--- src/shared/apm_pkg.sv ---
package apm_pkg;
  // ----------------------------------------
  // Timing
  // ----------------------------------------
  localparam int CLK_MHZ = 200;
  localparam int CLK_NS = 5;
  localparam int SC_MIN_US = 200;
  localparam int SC_MAX_US = 390;
  localparam int SC_CYC = SC_MIN_US * CLK_MHZ;
  localparam int LK_PERIOD_NS = 125;
  localparam int LK_HALF = LK_PERIOD_NS / (2 * CLK_NS);
  localparam int DC_TIME_SHIFT = 8;
  // ----------------------------------------
  // Device register map (link side)
  // ----------------------------------------
  localparam logic [7:0] R_FLT_CH = 8'h00;
  localparam logic [7:0] R_FLT_SUP = 8'h01;
  localparam logic [7:0] R_THERM = 8'h04;
  localparam logic [7:0] R_GAIN = 8'h05;
  localparam logic [7:0] R_DC_CFG = 8'h06;
  localparam logic [7:0] R_DC_LVL = 8'h07;
  localparam logic [7:0] R_DC_TIME = 8'h08;
  localparam logic [7:0] R_IND = 8'h0A;
  localparam logic [7:0] R_CHAN = 8'h0C;
  // Supply fault bit positions
  localparam int SUP_BAT_LO = 0;
  localparam int SUP_AN_LO = 1;
  localparam int SUP_PUMP_LO = 2;
  localparam int SUP_BAT_HI = 3;
  localparam int SUP_TSD = 4;
  // Indicator functions
  typedef enum logic [1:0] {
    IND_THERM = 2'h0,
    IND_CLIP = 2'h1,
    IND_BOTH = 2'h2,
    IND_TWEET = 2'h3
  } apm_ind_t;
  // Temperatures in degrees C, then the strap bus address base
  localparam logic [2:0][7:0] TW_THR = {8'h87, 8'h7D, 8'h73};
  localparam logic [7:0] TW_HYST = 8'h0A;
  localparam logic [7:0] TSD_TEMP = 8'h96;
  localparam logic [6:0] BUS_ADDR_BASE = 7'h6C;
  // ----------------------------------------
  // Controller APB map
  // ----------------------------------------
  localparam logic [7:0] A_LK_ADDR = 8'h00;
  localparam logic [7:0] A_LK_WDATA = 8'h04;
  localparam logic [7:0] A_LK_GO = 8'h08;
  localparam logic [7:0] A_LK_STAT = 8'h0C;
  localparam logic [7:0] A_LK_RDATA = 8'h10;
  localparam int GO_WR = 0;
  localparam int GO_RD = 1;
  typedef enum logic [2:0] {
    CS_IDLE = 3'h1,
    CS_REQ = 3'h2,
    CS_REL = 3'h4
  } apm_cst_t;
endpackage

--- src/shared/apm_link_if.sv ---
`timescale 1ns/1ps
// ----------------------------------------
// Controller to amplifier link
// ----------------------------------------
interface apm_link_if;
  logic lk_clk; // Link clock from controller
  logic req; // Access request level
  logic wr; // Write when high
  logic [7:0] addr; // Register address
  logic [7:0] wdata; // Write data
  logic [7:0] rd_data; // Read data from device
  logic rd_oe; // Device drives read data
  logic ack; // Access acknowledge
  logic ack_oe; // Device drives acknowledge
  logic fault; // Fault pin, active high
  logic ind; // Shared indicator pin, active high
  logic [7:0] rd_bus; // Resolved read wires
  logic ack_bus; // Resolved acknowledge wire
  // Pulled up data, pulled down acknowledge when floating
  assign rd_bus = rd_oe ? rd_data : 8'hFF;
  assign ack_bus = ack_oe & ack;
  modport dev (input lk_clk, req, wr, addr, wdata, output rd_data, rd_oe, ack, ack_oe, fault, ind);
  modport ctrl (output lk_clk, req, wr, addr, wdata, input rd_bus, ack_bus, fault, ind);
endinterface

--- src/rtl/apm_device.sv ---
`timescale 1ns/1ps
// ----------------------------------------
// Amplifier protection and monitor
// ----------------------------------------
module apm_device #(
  parameter int SC_CYC = apm_pkg::SC_CYC
) (
  // Clock and reset
  input wire logic clock_i,
  input wire logic nrst_i,
  // Link
  apm_link_if.dev lk,
  // Strap
  input wire logic [1:0] addr_sel_i,
  // Analog detectors
  input wire logic [3:0] avg_over_i,
  input wire logic [3:0] peak_over_i,
  input wire logic [3:0] full_duty_i,
  input wire logic [3:0] tweet_det_i,
  input wire logic [3:0][7:0] dc_offset_i,
  input wire logic [7:0] temp_i,
  // Supply comparators
  input wire logic bat_low_i,
  input wire logic an_low_i,
  input wire logic pump_low_i,
  input wire logic bat_high_i,
  input wire logic por_i,
  // Power stage control
  output logic [3:0] drive_o,
  output logic [3:0] pulse_trim_o,
  output logic [3:0] peak_limit_o,
  output logic [3:0][1:0] gain_o,
  // Oscillator role and bus address
  output logic [1:0] osc_role_o,
  output logic [6:0] bus_addr_o
);
  // ----------------------------------------
  // State
  // ----------------------------------------
  typedef struct packed {
    logic lk_prev; // Previous link clock
    logic ack; // Acknowledge level
    logic oe; // Link drivers on
    logic [7:0] rdata; // Read answer
    logic [3:0][1:0] gain; // Gain codes
    logic dc_en; // DC shutdown enable
    logic [7:0] dc_lvl; // DC level
    logic [7:0] dc_time; // DC time
    apm_pkg::apm_ind_t ind_mode; // Indicator function
    logic [3:0] play; // Channel play request
    logic [3:0] sc_flt; // Short faults
    logic [3:0] dc_flt; // DC detections
    logic [4:0] sup_flt; // Supply and thermal faults
    logic [2:0] warn; // Thermal warning levels
    logic [3:0][15:0] sc_cnt; // Short duration
    logic [3:0][15:0] dc_cnt; // DC duration
    logic strap_done; // Strap captured
    logic [1:0] role; // Oscillator role
    logic [6:0] bus_addr; // Bus address
    logic [3:0] drive; // Channel switching
    logic [3:0] trim; // Pulse trim
    logic [3:0] plim; // Peak limit
    logic [3:0][1:0] gain_eff; // Folded gain
    logic fault; // Fault pin
    logic ind; // Indicator pin
  } apm_dev_t;

  apm_dev_t st_reg;
  apm_dev_t st_next;

  // ----------------------------------------
  // Input synchronisers
  // ----------------------------------------
  logic [82:0] raw; // Asynchronous inputs, topped by a constant one
  logic [82:0] syn; // Synchronised inputs
  logic [1:0] s_sel;
  logic s_clk, s_req, s_wr, s_por, s_live; // s_live: synchroniser filled after reset
  logic [7:0] s_addr, s_wdata, s_temp;
  logic [3:0] s_avg, s_peak, s_full, s_tweet;
  logic [3:0] s_sup;
  logic [3:0][7:0] s_off;

  assign raw = {1'b1, addr_sel_i, lk.lk_clk, lk.req, lk.wr, lk.addr, lk.wdata, avg_over_i, peak_over_i,
                full_duty_i, tweet_det_i, bat_low_i, an_low_i, pump_low_i, bat_high_i, por_i,
                temp_i, dc_offset_i};
  assign {s_live, s_sel, s_clk, s_req, s_wr, s_addr, s_wdata, s_avg, s_peak, s_full, s_tweet,
          s_sup, s_por, s_temp, s_off} = syn;

  apm_sync #(.W(83)) u_sync (
    .clock_i(clock_i),
    .nrst_i(nrst_i),
    .d_i(raw),
    .q_o(syn)
  );

  // ----------------------------------------
  // Next state
  // ----------------------------------------
  always_comb
  begin
    logic edge_up, glob_off;
    logic acc, wr_en;
    logic [3:0] ch_clr;
    logic [4:0] sup_set;
    logic [1:0] nwarn, g;
    st_next = st_reg;
    glob_off = 1'b0;
    g = 2'h0;
    sup_set = '0;
    nwarn = 2'(st_reg.warn[0]) + 2'(st_reg.warn[1]) + 2'(st_reg.warn[2]);
    edge_up = s_clk & ~st_reg.lk_prev;
    acc = edge_up & s_req & ~st_reg.ack;
    wr_en = acc & s_wr;
    ch_clr = '0;
    st_next.lk_prev = s_clk;
    st_next.oe = ~s_por;
    // Four phase access on link clock rising edge
    if (acc)
    begin
      st_next.ack = 1'b1;
      if (!s_wr)
      begin
        if (s_addr == apm_pkg::R_FLT_CH)
          st_next.rdata = {st_reg.dc_flt, st_reg.sc_flt};
        else if (s_addr == apm_pkg::R_FLT_SUP)
          st_next.rdata = {3'h0, st_reg.sup_flt};
        else if (s_addr == apm_pkg::R_THERM)
          st_next.rdata = {st_reg.warn, 5'h00};
        else if (s_addr == apm_pkg::R_GAIN)
          st_next.rdata = st_reg.gain;
        else if (s_addr == apm_pkg::R_DC_CFG)
          st_next.rdata = {7'h00, st_reg.dc_en};
        else if (s_addr == apm_pkg::R_DC_LVL)
          st_next.rdata = st_reg.dc_lvl;
        else if (s_addr == apm_pkg::R_DC_TIME)
          st_next.rdata = st_reg.dc_time;
        else if (s_addr == apm_pkg::R_IND)
          st_next.rdata = {6'h00, st_reg.ind_mode};
        else if (s_addr == apm_pkg::R_CHAN)
          st_next.rdata = {4'h0, st_reg.play};
        else
          st_next.rdata = 8'h00;
      end
    end
    else if (edge_up && !s_req)
      st_next.ack = 1'b0;
    // Register writes
    if (wr_en)
    begin
      if (s_addr == apm_pkg::R_GAIN)
        st_next.gain = s_wdata;
      else if (s_addr == apm_pkg::R_DC_CFG)
        st_next.dc_en = s_wdata[0];
      else if (s_addr == apm_pkg::R_DC_LVL)
        st_next.dc_lvl = s_wdata;
      else if (s_addr == apm_pkg::R_DC_TIME)
        st_next.dc_time = s_wdata;
      else if (s_addr == apm_pkg::R_IND)
        st_next.ind_mode = apm_pkg::apm_ind_t'(s_wdata[1:0]);
      else if (s_addr == apm_pkg::R_CHAN)
      begin
        st_next.play = s_wdata[3:0];
        ch_clr = s_wdata[3:0];
      end
    end
    // Thermal warning levels with hysteresis
    for (int k = 0; k < 3; k++)
    begin
      if (st_reg.warn[k])
        st_next.warn[k] = s_temp >= (apm_pkg::TW_THR[k] - apm_pkg::TW_HYST);
      else
        st_next.warn[k] = s_temp >= apm_pkg::TW_THR[k];
    end
    // Supply and thermal faults, set wins over clear
    sup_set[apm_pkg::SUP_BAT_LO] = s_sup[3];
    sup_set[apm_pkg::SUP_AN_LO] = s_sup[2];
    sup_set[apm_pkg::SUP_PUMP_LO] = s_sup[1];
    sup_set[apm_pkg::SUP_BAT_HI] = s_sup[0];
    sup_set[apm_pkg::SUP_TSD] = s_temp >= apm_pkg::TSD_TEMP;
    if (wr_en && s_addr == apm_pkg::R_FLT_SUP)
      st_next.sup_flt = (st_reg.sup_flt & ~s_wdata[4:0]) | sup_set;
    else if (wr_en && s_addr == apm_pkg::R_CHAN && ch_clr != 4'h0)
      st_next.sup_flt = sup_set;
    else
      st_next.sup_flt = st_reg.sup_flt | sup_set;
    glob_off = |st_next.sup_flt;
    // Per channel protection
    for (int i = 0; i < 4; i++)
    begin
      // Short duration count while switching into a peak overcurrent
      if (s_peak[i] && st_reg.drive[i])
      begin
        if (st_reg.sc_cnt[i] >= 16'(SC_CYC - 1))
          st_next.sc_flt[i] = 1'b1;
        else
          st_next.sc_cnt[i] = st_reg.sc_cnt[i] + 16'h0001;
      end
      else
        st_next.sc_cnt[i] = 16'h0000;
      // DC offset duration count
      if (st_reg.drive[i] && st_reg.dc_lvl != 8'h00 && s_off[i] >= st_reg.dc_lvl)
      begin
        if (st_reg.dc_cnt[i] >= (16'(st_reg.dc_time) << apm_pkg::DC_TIME_SHIFT))
          st_next.dc_flt[i] = 1'b1;
        else
          st_next.dc_cnt[i] = st_reg.dc_cnt[i] + 16'h0001;
      end
      else
        st_next.dc_cnt[i] = 16'h0000;
      // Restart clears the channel fault unless it is set again now
      if (ch_clr[i] && !(st_next.sc_flt[i] && !st_reg.sc_flt[i]))
        st_next.sc_flt[i] = 1'b0;
      if (ch_clr[i] && !(st_next.dc_flt[i] && !st_reg.dc_flt[i]))
        st_next.dc_flt[i] = 1'b0;
      // Immediate stop on any short or supply fault, or on a DC fault when enabled, no ramp
      st_next.drive[i] = st_next.play[i] & ~st_next.sc_flt[i] & ~glob_off
                         & ~(st_next.dc_flt[i] & st_reg.dc_en);
      st_next.trim[i] = s_avg[i] & st_next.drive[i];
      st_next.plim[i] = s_peak[i] & st_next.drive[i];
      // Foldback lowers gain one step per warning level
      g = st_reg.gain[i];
      st_next.gain_eff[i] = (g > nwarn) ? 2'(g - nwarn) : 2'h0;
    end
    // Fault pin
    st_next.fault = |st_next.sc_flt | |(st_next.dc_flt & {4{st_reg.dc_en}}) | glob_off;
    // Shared indicator pin
    case (st_reg.ind_mode)
      apm_pkg::IND_CLIP: st_next.ind = |(s_full & st_reg.drive);
      apm_pkg::IND_BOTH: st_next.ind = |(s_full & st_reg.drive) | st_reg.warn[0];
      apm_pkg::IND_TWEET: st_next.ind = |s_tweet;
      default: st_next.ind = st_reg.warn[0];
    endcase
    // Strap capture once the synchroniser holds pin levels
    if (!st_reg.strap_done && s_live)
    begin
      st_next.strap_done = 1'b1;
      st_next.role = s_sel;
      st_next.bus_addr = apm_pkg::BUS_ADDR_BASE | {5'h00, s_sel};
    end
    // Power-on reset returns everything but the strap and the previous link clock to defaults
    if (s_por)
    begin
      st_next = '0;
      st_next.lk_prev = s_clk;
      st_next.strap_done = st_reg.strap_done;
      st_next.role = st_reg.role;
      st_next.bus_addr = st_reg.bus_addr;
    end
  end

  // ----------------------------------------
  // State register
  // ----------------------------------------
  always_ff @(posedge clock_i or negedge nrst_i)
  begin
    if (!nrst_i)
      st_reg <= '0;
    else
      st_reg <= st_next;
  end

  // ----------------------------------------
  // Outputs
  // ----------------------------------------
  assign lk.rd_data = st_reg.rdata;
  assign lk.rd_oe = st_reg.oe;
  assign lk.ack = st_reg.ack;
  assign lk.ack_oe = st_reg.oe;
  assign lk.fault = st_reg.fault;
  assign lk.ind = st_reg.ind;
  assign drive_o = st_reg.drive;
  assign pulse_trim_o = st_reg.trim;
  assign peak_limit_o = st_reg.plim;
  assign gain_o = st_reg.gain_eff;
  assign osc_role_o = st_reg.role;
  assign bus_addr_o = st_reg.bus_addr;
endmodule

--- src/rtl/apm_sync.sv ---
`timescale 1ns/1ps
// ----------------------------------------
// Two flop synchroniser
// ----------------------------------------
module apm_sync #(
  parameter int W = 1
) (
  // Clock and reset
  input wire logic clock_i,
  input wire logic nrst_i,
  // Data
  input wire logic [W-1:0] d_i,
  output logic [W-1:0] q_o
);
  logic [W-1:0] meta_reg; // First stage, read only by second

  // Two stage capture
  always_ff @(posedge clock_i or negedge nrst_i)
  begin
    if (!nrst_i)
    begin
      meta_reg <= '0;
      q_o <= '0;
    end
    else
    begin
      meta_reg <= d_i;
      q_o <= meta_reg;
    end
  end
endmodule

--- src/flat_wrapper.sv ---
// flat-port wrapper written by rule: the top's interface ports become plain ports
module apm_device_flat 
#(
  parameter int SC_CYC = apm_pkg::SC_CYC
)
  (clock_i, nrst_i, addr_sel_i, avg_over_i, peak_over_i, full_duty_i, tweet_det_i, dc_offset_i, temp_i, bat_low_i, an_low_i, pump_low_i, bat_high_i, por_i, drive_o, pulse_trim_o, peak_limit_o, gain_o, osc_role_o, bus_addr_o, lk_lk_clk, lk_req, lk_wr, lk_addr, lk_wdata, lk_rd_data, lk_rd_oe, lk_ack, lk_ack_oe, lk_fault, lk_ind);
  apm_link_if lk_i ();
  input wire logic clock_i;
  input wire logic nrst_i;
  input wire logic [1:0] addr_sel_i;
  input wire logic [3:0] avg_over_i;
  input wire logic [3:0] peak_over_i;
  input wire logic [3:0] full_duty_i;
  input wire logic [3:0] tweet_det_i;
  input wire logic [3:0][7:0] dc_offset_i;
  input wire logic [7:0] temp_i;
  input wire logic bat_low_i;
  input wire logic an_low_i;
  input wire logic pump_low_i;
  input wire logic bat_high_i;
  input wire logic por_i;
  output logic [3:0] drive_o;
  output logic [3:0] pulse_trim_o;
  output logic [3:0] peak_limit_o;
  output logic [3:0][1:0] gain_o;
  output logic [1:0] osc_role_o;
  output logic [6:0] bus_addr_o;
  input wire logic [$bits(lk_i.lk_clk)-1:0] lk_lk_clk;
  input wire logic [$bits(lk_i.req)-1:0] lk_req;
  input wire logic [$bits(lk_i.wr)-1:0] lk_wr;
  input wire logic [$bits(lk_i.addr)-1:0] lk_addr;
  input wire logic [$bits(lk_i.wdata)-1:0] lk_wdata;
  output wire logic [$bits(lk_i.rd_data)-1:0] lk_rd_data;
  output wire logic [$bits(lk_i.rd_oe)-1:0] lk_rd_oe;
  output wire logic [$bits(lk_i.ack)-1:0] lk_ack;
  output wire logic [$bits(lk_i.ack_oe)-1:0] lk_ack_oe;
  output wire logic [$bits(lk_i.fault)-1:0] lk_fault;
  output wire logic [$bits(lk_i.ind)-1:0] lk_ind;
  assign lk_i.lk_clk = lk_lk_clk;
  assign lk_i.req = lk_req;
  assign lk_i.wr = lk_wr;
  assign lk_i.addr = lk_addr;
  assign lk_i.wdata = lk_wdata;
  assign lk_rd_data = lk_i.rd_data;
  assign lk_rd_oe = lk_i.rd_oe;
  assign lk_ack = lk_i.ack;
  assign lk_ack_oe = lk_i.ack_oe;
  assign lk_fault = lk_i.fault;
  assign lk_ind = lk_i.ind;
  apm_device #(.SC_CYC(SC_CYC)) u_core (.clock_i(clock_i), .nrst_i(nrst_i), .lk(lk_i), .addr_sel_i(addr_sel_i), .avg_over_i(avg_over_i), .peak_over_i(peak_over_i), .full_duty_i(full_duty_i), .tweet_det_i(tweet_det_i), .dc_offset_i(dc_offset_i), .temp_i(temp_i), .bat_low_i(bat_low_i), .an_low_i(an_low_i), .pump_low_i(pump_low_i), .bat_high_i(bat_high_i), .por_i(por_i), .drive_o(drive_o), .pulse_trim_o(pulse_trim_o), .peak_limit_o(peak_limit_o), .gain_o(gain_o), .osc_role_o(osc_role_o), .bus_addr_o(bus_addr_o));
endmodule
--- config.mk ---
export PLATFORM = sky130hd
export DESIGN_NAME = apm_device_flat
export DESIGN_NICKNAME = d
export VERILOG_FILES = /design/src/shared/apm_pkg.sv /design/src/shared/apm_link_if.sv /design/src/rtl/apm_device.sv /design/src/rtl/apm_sync.sv /design/src/flat_wrapper.sv
export SDC_FILE = /design/constraint.sdc
export NUM_CORES = 1
export LEC_CHECK = 0
export BUFFER_PORTS_ARGS = -buffer_cell sky130_fd_sc_hd__buf_2
export CORE_ASPECT_RATIO = 0.75
export CORE_MARGIN = 3
export CORE_UTILIZATION = 60
export DETAILED_ROUTE_END_ITERATION = 10
export PLACE_DENSITY = 0.8
export RECOVER_POWER = 25
export SLEW_MARGIN = 20
export SYNTH_ARGS = -nofsm -noshare
export SYNTH_HDL_FRONTEND = slang
export SYNTH_SLANG_ARGS = --single-unit
--- constraint.sdc ---
create_clock -name clock_i -period 3.1 [get_ports clock_i]
set_input_delay 0.62 -clock clock_i [delete_from_list [all_inputs] [get_ports clock_i]]
set_output_delay 0.62 -clock clock_i [all_outputs]
set_load 0.01 [all_outputs]
==> results of run 1 <==
logic make-up after synthesis:
| family | Yosys count | share of synthesized area (%) |
|---|---|---|
| adders and majority gates | 89 | 6.84 |
| DFF | 377 | 56.1 |
| and+or+nand+nor | 528 | 16.3 |
| buffers and inverters | 144 | 4.16 |
| AOI/OAI and AO/OA | 287 | 11.1 |
| xor gates and xnor gates | 75 | 3.90 |
| muxes | 26 | 1.57 |
| other | 2 | 0.0446 |
per-stage QoR:
| step | setup slack, ns | std cells | hold WS (ns) | cell area (sq um) | util (%) |
|---|---|---|---|---|---|
| after floorplan | 0.483 | 1528 | 0.324 | 16800 | - |
| after global placement | 0.293 | 1956 | 0.332 | 17700 | 65.1 |
| after detailed placement | 0.216 | 1956 | 0.335 | 17700 | 65.1 |
| after CTS | 0.186 | 2019 | 0.0976 | 18900 | 69.5 |
| after global routing | 0.0613 | 2019 | 0.151 | 18900 | 69.4 |
| final | 0.156 | 2019 | 0.174 | 18900 | 69.4 |
worst reg2reg max path: stages (launching register included):
cell,delay (ns)
dfrtp_1,0.39
inv_1,0.10
ha_1,0.30
a21o_1,0.17
a21o_1,0.17
a221o_1,0.38
or4b_1,0.71
or4_1,0.47
a21oi_1,0.16
Yosys cell counts (all sizes together), types with 4 or more instances:
master	n	area share, %
a31oi	16	0.59
nor3b	11	0.49
a2111oi	15	0.89
o22ai	5	0.27
a221oi	7	0.36
and2	14	0.52
o31ai	8	0.36
xnor2	50	2.6
nor4b	8	0.45
a21oi	73	2.2
a22oi	7	0.31
o21a	4	0.18
xor2	25	1.3
mux2i	23	1.4
a211oi	11	0.49
nor3	29	0.86
or3	30	1.1
a211o	6	0.31
dfrtp	377	56
or2	9	0.33
inv	66	1.5
nor2b	12	0.45
fa	5	0.59
a21o	13	0.58
and4	9	0.47
buf	42	1.9
nand4	30	1.2
nand2	87	1.9
nand2b	16	0.59
o21ai	84	2.5
nand3	43	1.3
a22o	9	0.47
or4b	4	0.24
clkbuf	35	0.78
nor2	165	3.7
ha	84	6.2
nor4	14	0.61
or4	11	0.54
and3	26	0.97
o2111ai	5	0.26
final timing paths:
check | from | end | slack (ns) | cells past startpoint
worst max-delay path | u_core.st_reg[187]$_DFFE_PN0P_ | u_core.st_reg[95]$_DFFE_PN0P_ | 0.16 | 8
worst min-delay path | dc_offset_i[4] | u_core.u_sync.meta_reg[4]$_DFF_PN0_ | 0.17 | 1
worst max register to register | u_core.st_reg[187]$_DFFE_PN0P_ | u_core.st_reg[95]$_DFFE_PN0P_ | 0.16 | 8
worst min register to register | u_core.u_sync.meta_reg[61]$_DFF_PN0_ | u_core.u_sync.q_o[61]$_DFF_PN0_ | 0.35 | 0
max in group asynchronous | nrst_i | u_core.u_sync.meta_reg[74]$_DFF_PN0_ | 0.90 | 2
min in group asynchronous | nrst_i | u_core.st_reg[70]$_DFFE_PN0P_ | 0.73 | 1
area by class of cell:
class / instances / area share [%]
flip-flops and latches: 377 / 49.8
multi-input cells: 1007 / 35.3
clock buffers: 48 / 5.53
repair buffers: 154 / 4.82
well taps: 351 / 2.32
inverters: 67 / 1.33
clock inverters: 15 / 0.806
report_power, final:
| group | internal, uW | switching [uW] | total [uW] |
|---|---|---|---|
| combinational | 164 | 265 | 430 |
| clock | 2490 | 1910 | 4410 |
| sequential | 5060 | 93.5 | 5150 |
| total | 7720 | 2270 | 9990 |
placed cells by master, fill, tap and decap left out, drive strengths merged, types with 10 or more instances in the layout:
master	count
a21o	13
nand2	87
xor2	25
buf	146
mux2i	23
a21oi	73
clkbuf	56
nand3	43
dfrtp	377
xnor2	50
or3	30
ha	84
clkinv	10
and2	14
nor2b	12
o21ai	84
nor3	29
nor3b	11
inv	69
or4	11
nand4	30
and3	26
a211oi	11
a2111oi	15
nand2b	16
a31oi	16
nor4	14
nor2	165
layer usage:
metal	share of wire, %	track usage, %	vias up	wire, microns
met1	45	40.3	5966	17600
met5	0	0	-	0
met2	43	38.6	527	16900
met4	3.2	9.34	0	1270
met3	8.8	6.43	104	3470
li1	-	-	5603	-
==> impl_metrics.csv, run 1 <==
group,metric,value,unit
setup_path,critPathBufInv,1,
route,vias,12200,
yosys,avgSynthCellArea,11.0,sq um
finish,seqCellArea,9440,sq um
grt,grt_pass1_wl,63500,microns
setup_path,cp-end-kind,"flip-flop",
setup_path,path_common_cell,"a21o_1",
placed_design,port_buffers,124,
clock_tree,cts_tree,"done",
placed_design,hpwl,27500,microns
timing,maxSlewViolCount,74,
outcome,status,"complete, but fails checks",
die,coreArea,27300,sq um
yosys,synth_edf_count,0,
outcome,violations,"capacitance limit, slew limit",
setup_path,cp_data_required_time,3.54,ns
timing,worstMarginPinSlew,2.23,ns
yosys,synth_cell_types,75,
grt,grt_pass1_vias,11900,
placed_design,finalWeightedCongestion,0.970,
timing,fin_tns_setup,0,ns
route,drt_iter0_drc,987,
yosys,synth_seq_area_share,56.1,%
power_and_ir_drop,vdd_drop_max,0.730,mV
grt,antenna_found_initial,0,
power_and_ir_drop,power.density,528,nW/um^2
clock_tree,clock_latency,0.55,ns
grt,grt.total_usage,26.8,%
setup_path,cp.arrival,3.38,ns
clock_tree,postCtsSetupRepairBufs,0,
die,die_height,151,microns
setup_path,worstPathCellList,"inv_1 > ha_1 > a21o_1 > a21o_1 > a221o_1 > or4b_1 > or4_1 > a21oi_1",
power_and_ir_drop,p_leak,0.00830,uW
route,post-route-drc-count,0,
setup_path,slowest_stage,"or4b_1",
finish,largest_reg_flops,177,
route,ant_nets,0,
min_path,hp-class,"in -> reg",
route,routed_wl,39300,microns
die,initial_utilization,61.7,%
clock_tree,cts_sinks,377,
timing,clock.fmax,340,MHz
timing,post-route-min-period,2.94,ns
yosys,syn_inst,1528,
grt,grt_overflow_total,0,
timing,slew_headroom,-48.4,%
setup_path,setup.worst_path.class,"reg -> reg",
yosys,ys_ff_latch,377,
yosys,synth.cell_area,16800,sq um
yosys,async_flop_share,100,%
yosys,synth_flop_cell,"dfrtp_1",
setup_path,critPathLaunchType,"flip-flop",
yosys,ys_warn_count,0,
timing,hold_viol_final,0,
clock_tree,numCtsBuffers,36,
finish,fillers,1944,
finish,area_growth,12.5,%
clock_tree,clockBufferDepth,3,
timing,fin_skew,0.0273,ns
clock_tree,postCtsResizedCells,0,
die,die_area,30100,sq um
flow_run,max-cap-violations,1,
finish,final_nets,1816,
route,wire_per_inst,19.5,microns
finish,multi_input_area,6690,sq um
setup_path,slowest_delay,0.71,ns
route,first_pass_iters,5,
grt,grt_max_degree,80,
setup_path,worst-path-max-fanout,14,
yosys,syn_nets,1701,
timing,period_share,95.0,%
finish,drive_above_1_share,14.1,%
die,rows,52,
timing,rsz0062_at_grt,"no",
route,via_per_inst,6.04,
clock_tree,cts.clk_slew.worst_paths,0.07,ns
clock_tree,cts_htree_levels,2,
finish,insertedDiodeCount,0,
die,num_io_pins,126,
power_and_ir_drop,totalPowerFinal,9990,uW
clock_tree,holdBufCountCts,0,
timing,setup_violations,0,
die,fp.dieW,199,microns
clock_tree,cts_root_buf,"clkbuf_16",
setup_path,critPathTopFamily,"simple AND/OR/NAND/NOR gates",
Note: power is estimated with default switching activity, not from simulation.
==> inputs of run 2 (changes only) <==
--- a/config.mk
+++ b/config.mk
@@ -5,14 +5,13 @@
 export SDC_FILE = /design/constraint.sdc
 export NUM_CORES = 1
 export LEC_CHECK = 0
-export BUFFER_PORTS_ARGS = -buffer_cell sky130_fd_sc_hd__buf_2
+export BUFFER_PORTS_ARGS = -buffer_cell sky130_fd_sc_hd__clkbuf_2
 export CORE_ASPECT_RATIO = 0.75
 export CORE_MARGIN = 3
 export CORE_UTILIZATION = 60
 export DETAILED_ROUTE_END_ITERATION = 10
 export PLACE_DENSITY = 0.8
 export RECOVER_POWER = 25
-export SLEW_MARGIN = 20
 export SYNTH_ARGS = -nofsm -noshare
 export SYNTH_HDL_FRONTEND = slang
 export SYNTH_SLANG_ARGS = --single-unit
==> run 2 against run 1 <==
- the run still ends with capacitance limit, slew limit left
- via count is 0.47% higher
- sequential share of layout area is 0.069 points higher
- sequential cell count stayed put
- worst setup slack worse by 0.00067 ns
- critical path type unchanged
- highest routed layer unchanged
==> impl_metrics.csv, run 2 (synthesized netlist as in run 1, its figures left out) <==
group,metric,value,unit
finish,insertedDiodeCount,0,
grt,grt.total_usage,26.5,%
clock_tree,postCtsSetupRepairBufs,0,
die,die_area,30100,sq um
die,coreArea,27300,sq um
power_and_ir_drop,p_leak,0.00826,uW
placed_design,place_area,17700,sq um
finish,final_nets,1811,
finish,final_cell_area,18900,sq um
route,post-route-drc-count,0,
finish,multi_input_area,6700,sq um
setup_path,slowest_delay,0.72,ns
die,rows,52,
clock_tree,cts_root_buf,"clkbuf_16",
power_and_ir_drop,vdd_drop_max,0.576,mV
finish,fillers,1985,
setup_path,worst-path-max-fanout,14,
timing,rsz0062_at_grt,"no",
setup_path,worstPathCellList,"inv_1 > ha_1 > a21o_1 > a21o_1 > a221o_1 > or4b_1 > or4_1 > a21oi_1",
placed_design,placed_cells,1951,
grt,grt_pass1_wl,63100,microns
timing,setup_violations,0,
setup_path,setup.worst_path.class,"reg -> reg",
grt,grt_overflow_total,0,
finish,area_growth,12.4,%
setup_path,cp-end-kind,"flip-flop",
route,wire_per_inst,19.4,microns
timing,post-route-min-period,2.94,ns
flow_run,max-cap-violations,1,
timing,hold_viol_final,0,
setup_path,slowest_stage,"or4b_1",
finish,largest_reg_flops,177,
route,vias,12300,
route,routed_wl,39100,microns
placed_design,finalWeightedCongestion,0.974,
setup_path,critPathTopFamily,"simple AND/OR/NAND/NOR gates",
setup_path,reg2reg_slack,0.16,ns
die,fp.dieW,199,microns
setup_path,critPathLaunchType,"flip-flop",
outcome,violations,"capacitance limit, slew limit",
grt,grt_pass1_vias,12000,
clock_tree,cts.clk_slew.worst_paths,0.06,ns
die,initial_utilization,61.7,%
clock_tree,cts_htree_levels,2,
route,via_per_inst,6.08,
route,drt_iter0_drc,1177,
finish,final_cells,2015,
die,die_height,151,microns
timing,clock.fmax,340,MHz
setup_path,cp_data_required_time,3.53,ns
grt,antenna_found_initial,0,
timing,fin_skew,0.0138,ns
timing,slew_headroom,-24.4,%
die,num_io_pins,126,
placed_design,port_buffers,124,
route,first_pass_iters,5,
clock_tree,cts_sinks,377,
timing,worstMarginPinSlew,1.87,ns
clock_tree,holdBufCountCts,0,
clock_tree,cts_tree,"done",
grt,grt_max_degree,68,
timing,fin_tns_setup,0,ns
finish,drive_above_1_share,13.5,%
outcome,status,"complete, but fails checks",
clock_tree,clockBufferDepth,3,
timing,maxSlewViolCount,63,
setup_path,path_common_cell,"a21o_1",
setup_path,cp.arrival,3.38,ns
clock_tree,postCtsResizedCells,0,
placed_design,hpwl,27300,microns
finish,layout_common_cells,"376 x dfrtp_1, 165 x nor2_1, 111 x clkbuf_2, 87 x nand2_1",
min_path,hp-class,"in -> reg",
timing,period_share,95.0,%
clock_tree,clock_latency,0.53,ns
finish,seqCellArea,9440,sq um
setup_path,critPathBufInv,1,
clock_tree,numCtsBuffers,36,
finish,final_common_cell,"dfrtp_1",
route,ant_nets,0,
power_and_ir_drop,power.density,537,nW/um^2
[run 2: cell types whose count changed in the layout (fill, tap and decap cells not counted), sizes merged]
| cell | change |
|---|---|
| buf | -121 |
| clkinvlp | -1 |
| clkbuf | +115 |
| bufinv | +4 |
| inv | -1 |
[run 2: routing by layer]
layer | up-vias | track usage, % | part of all wire [%]
li1 | 5603 | - | -
met1 | 6100 | 40.4 | 45
met2 | 480 | 38.9 | 44
met3 | 74 | 5.45 | 8.4
met4 | 0 | 7.67 | 2.5
met5 | - | 0 | 0
[run 2: final timing paths]
check                                                         start                                    to  cells past startpoint
min in group asynchronous                                    nrst_i         u_core.st_reg[69]$_DFFE_PN0P_                      1
worst min-delay path                                dc_offset_i[18]  u_core.u_sync.meta_reg[18]$_DFF_PN0_                      1
max in group asynchronous                                    nrst_i       u_core.u_sync.q_o[40]$_DFF_PN0_                      2
worst min register to register  u_core.u_sync.meta_reg[7]$_DFF_PN0_        u_core.u_sync.q_o[7]$_DFF_PN0_                      0
worst max register to register       u_core.st_reg[187]$_DFFE_PN0P_         u_core.st_reg[95]$_DFFE_PN0P_                      8
worst max-delay path                 u_core.st_reg[187]$_DFFE_PN0P_         u_core.st_reg[95]$_DFFE_PN0P_                      8
[run 2: layout make-up]
| class | count | area share (%) |
|---|---|---|
| clock inverter | 17 | 1.24 |
| clock buffer | 47 | 5.30 |
| inverter | 67 | 1.33 |
| tap | 351 | 2.32 |
| timing repair buffer | 149 | 4.45 |
| multi-input combinational | 1007 | 35.4 |
| sequential | 377 | 49.9 |
[run 2: metrics by stage]
stage	setup WS, ns	utilization (%)	hold slack (ns)	total power (uW)
global placement	0.295	64.9	0.332	5640
finish	0.155	69.3	0.190	10200
detailed placement	0.202	64.9	0.335	5660
CTS	0.168	69.4	0.0670	10200
floorplan	0.483	-	0.324	5400
global route	0.0387	69.3	0.162	10500
[run 2: power by group]
part	internal, uW	switching (uW)	total (uW)
logic	156	264	420
clock network	2720	1860	4580
registers	5060	97.1	5150
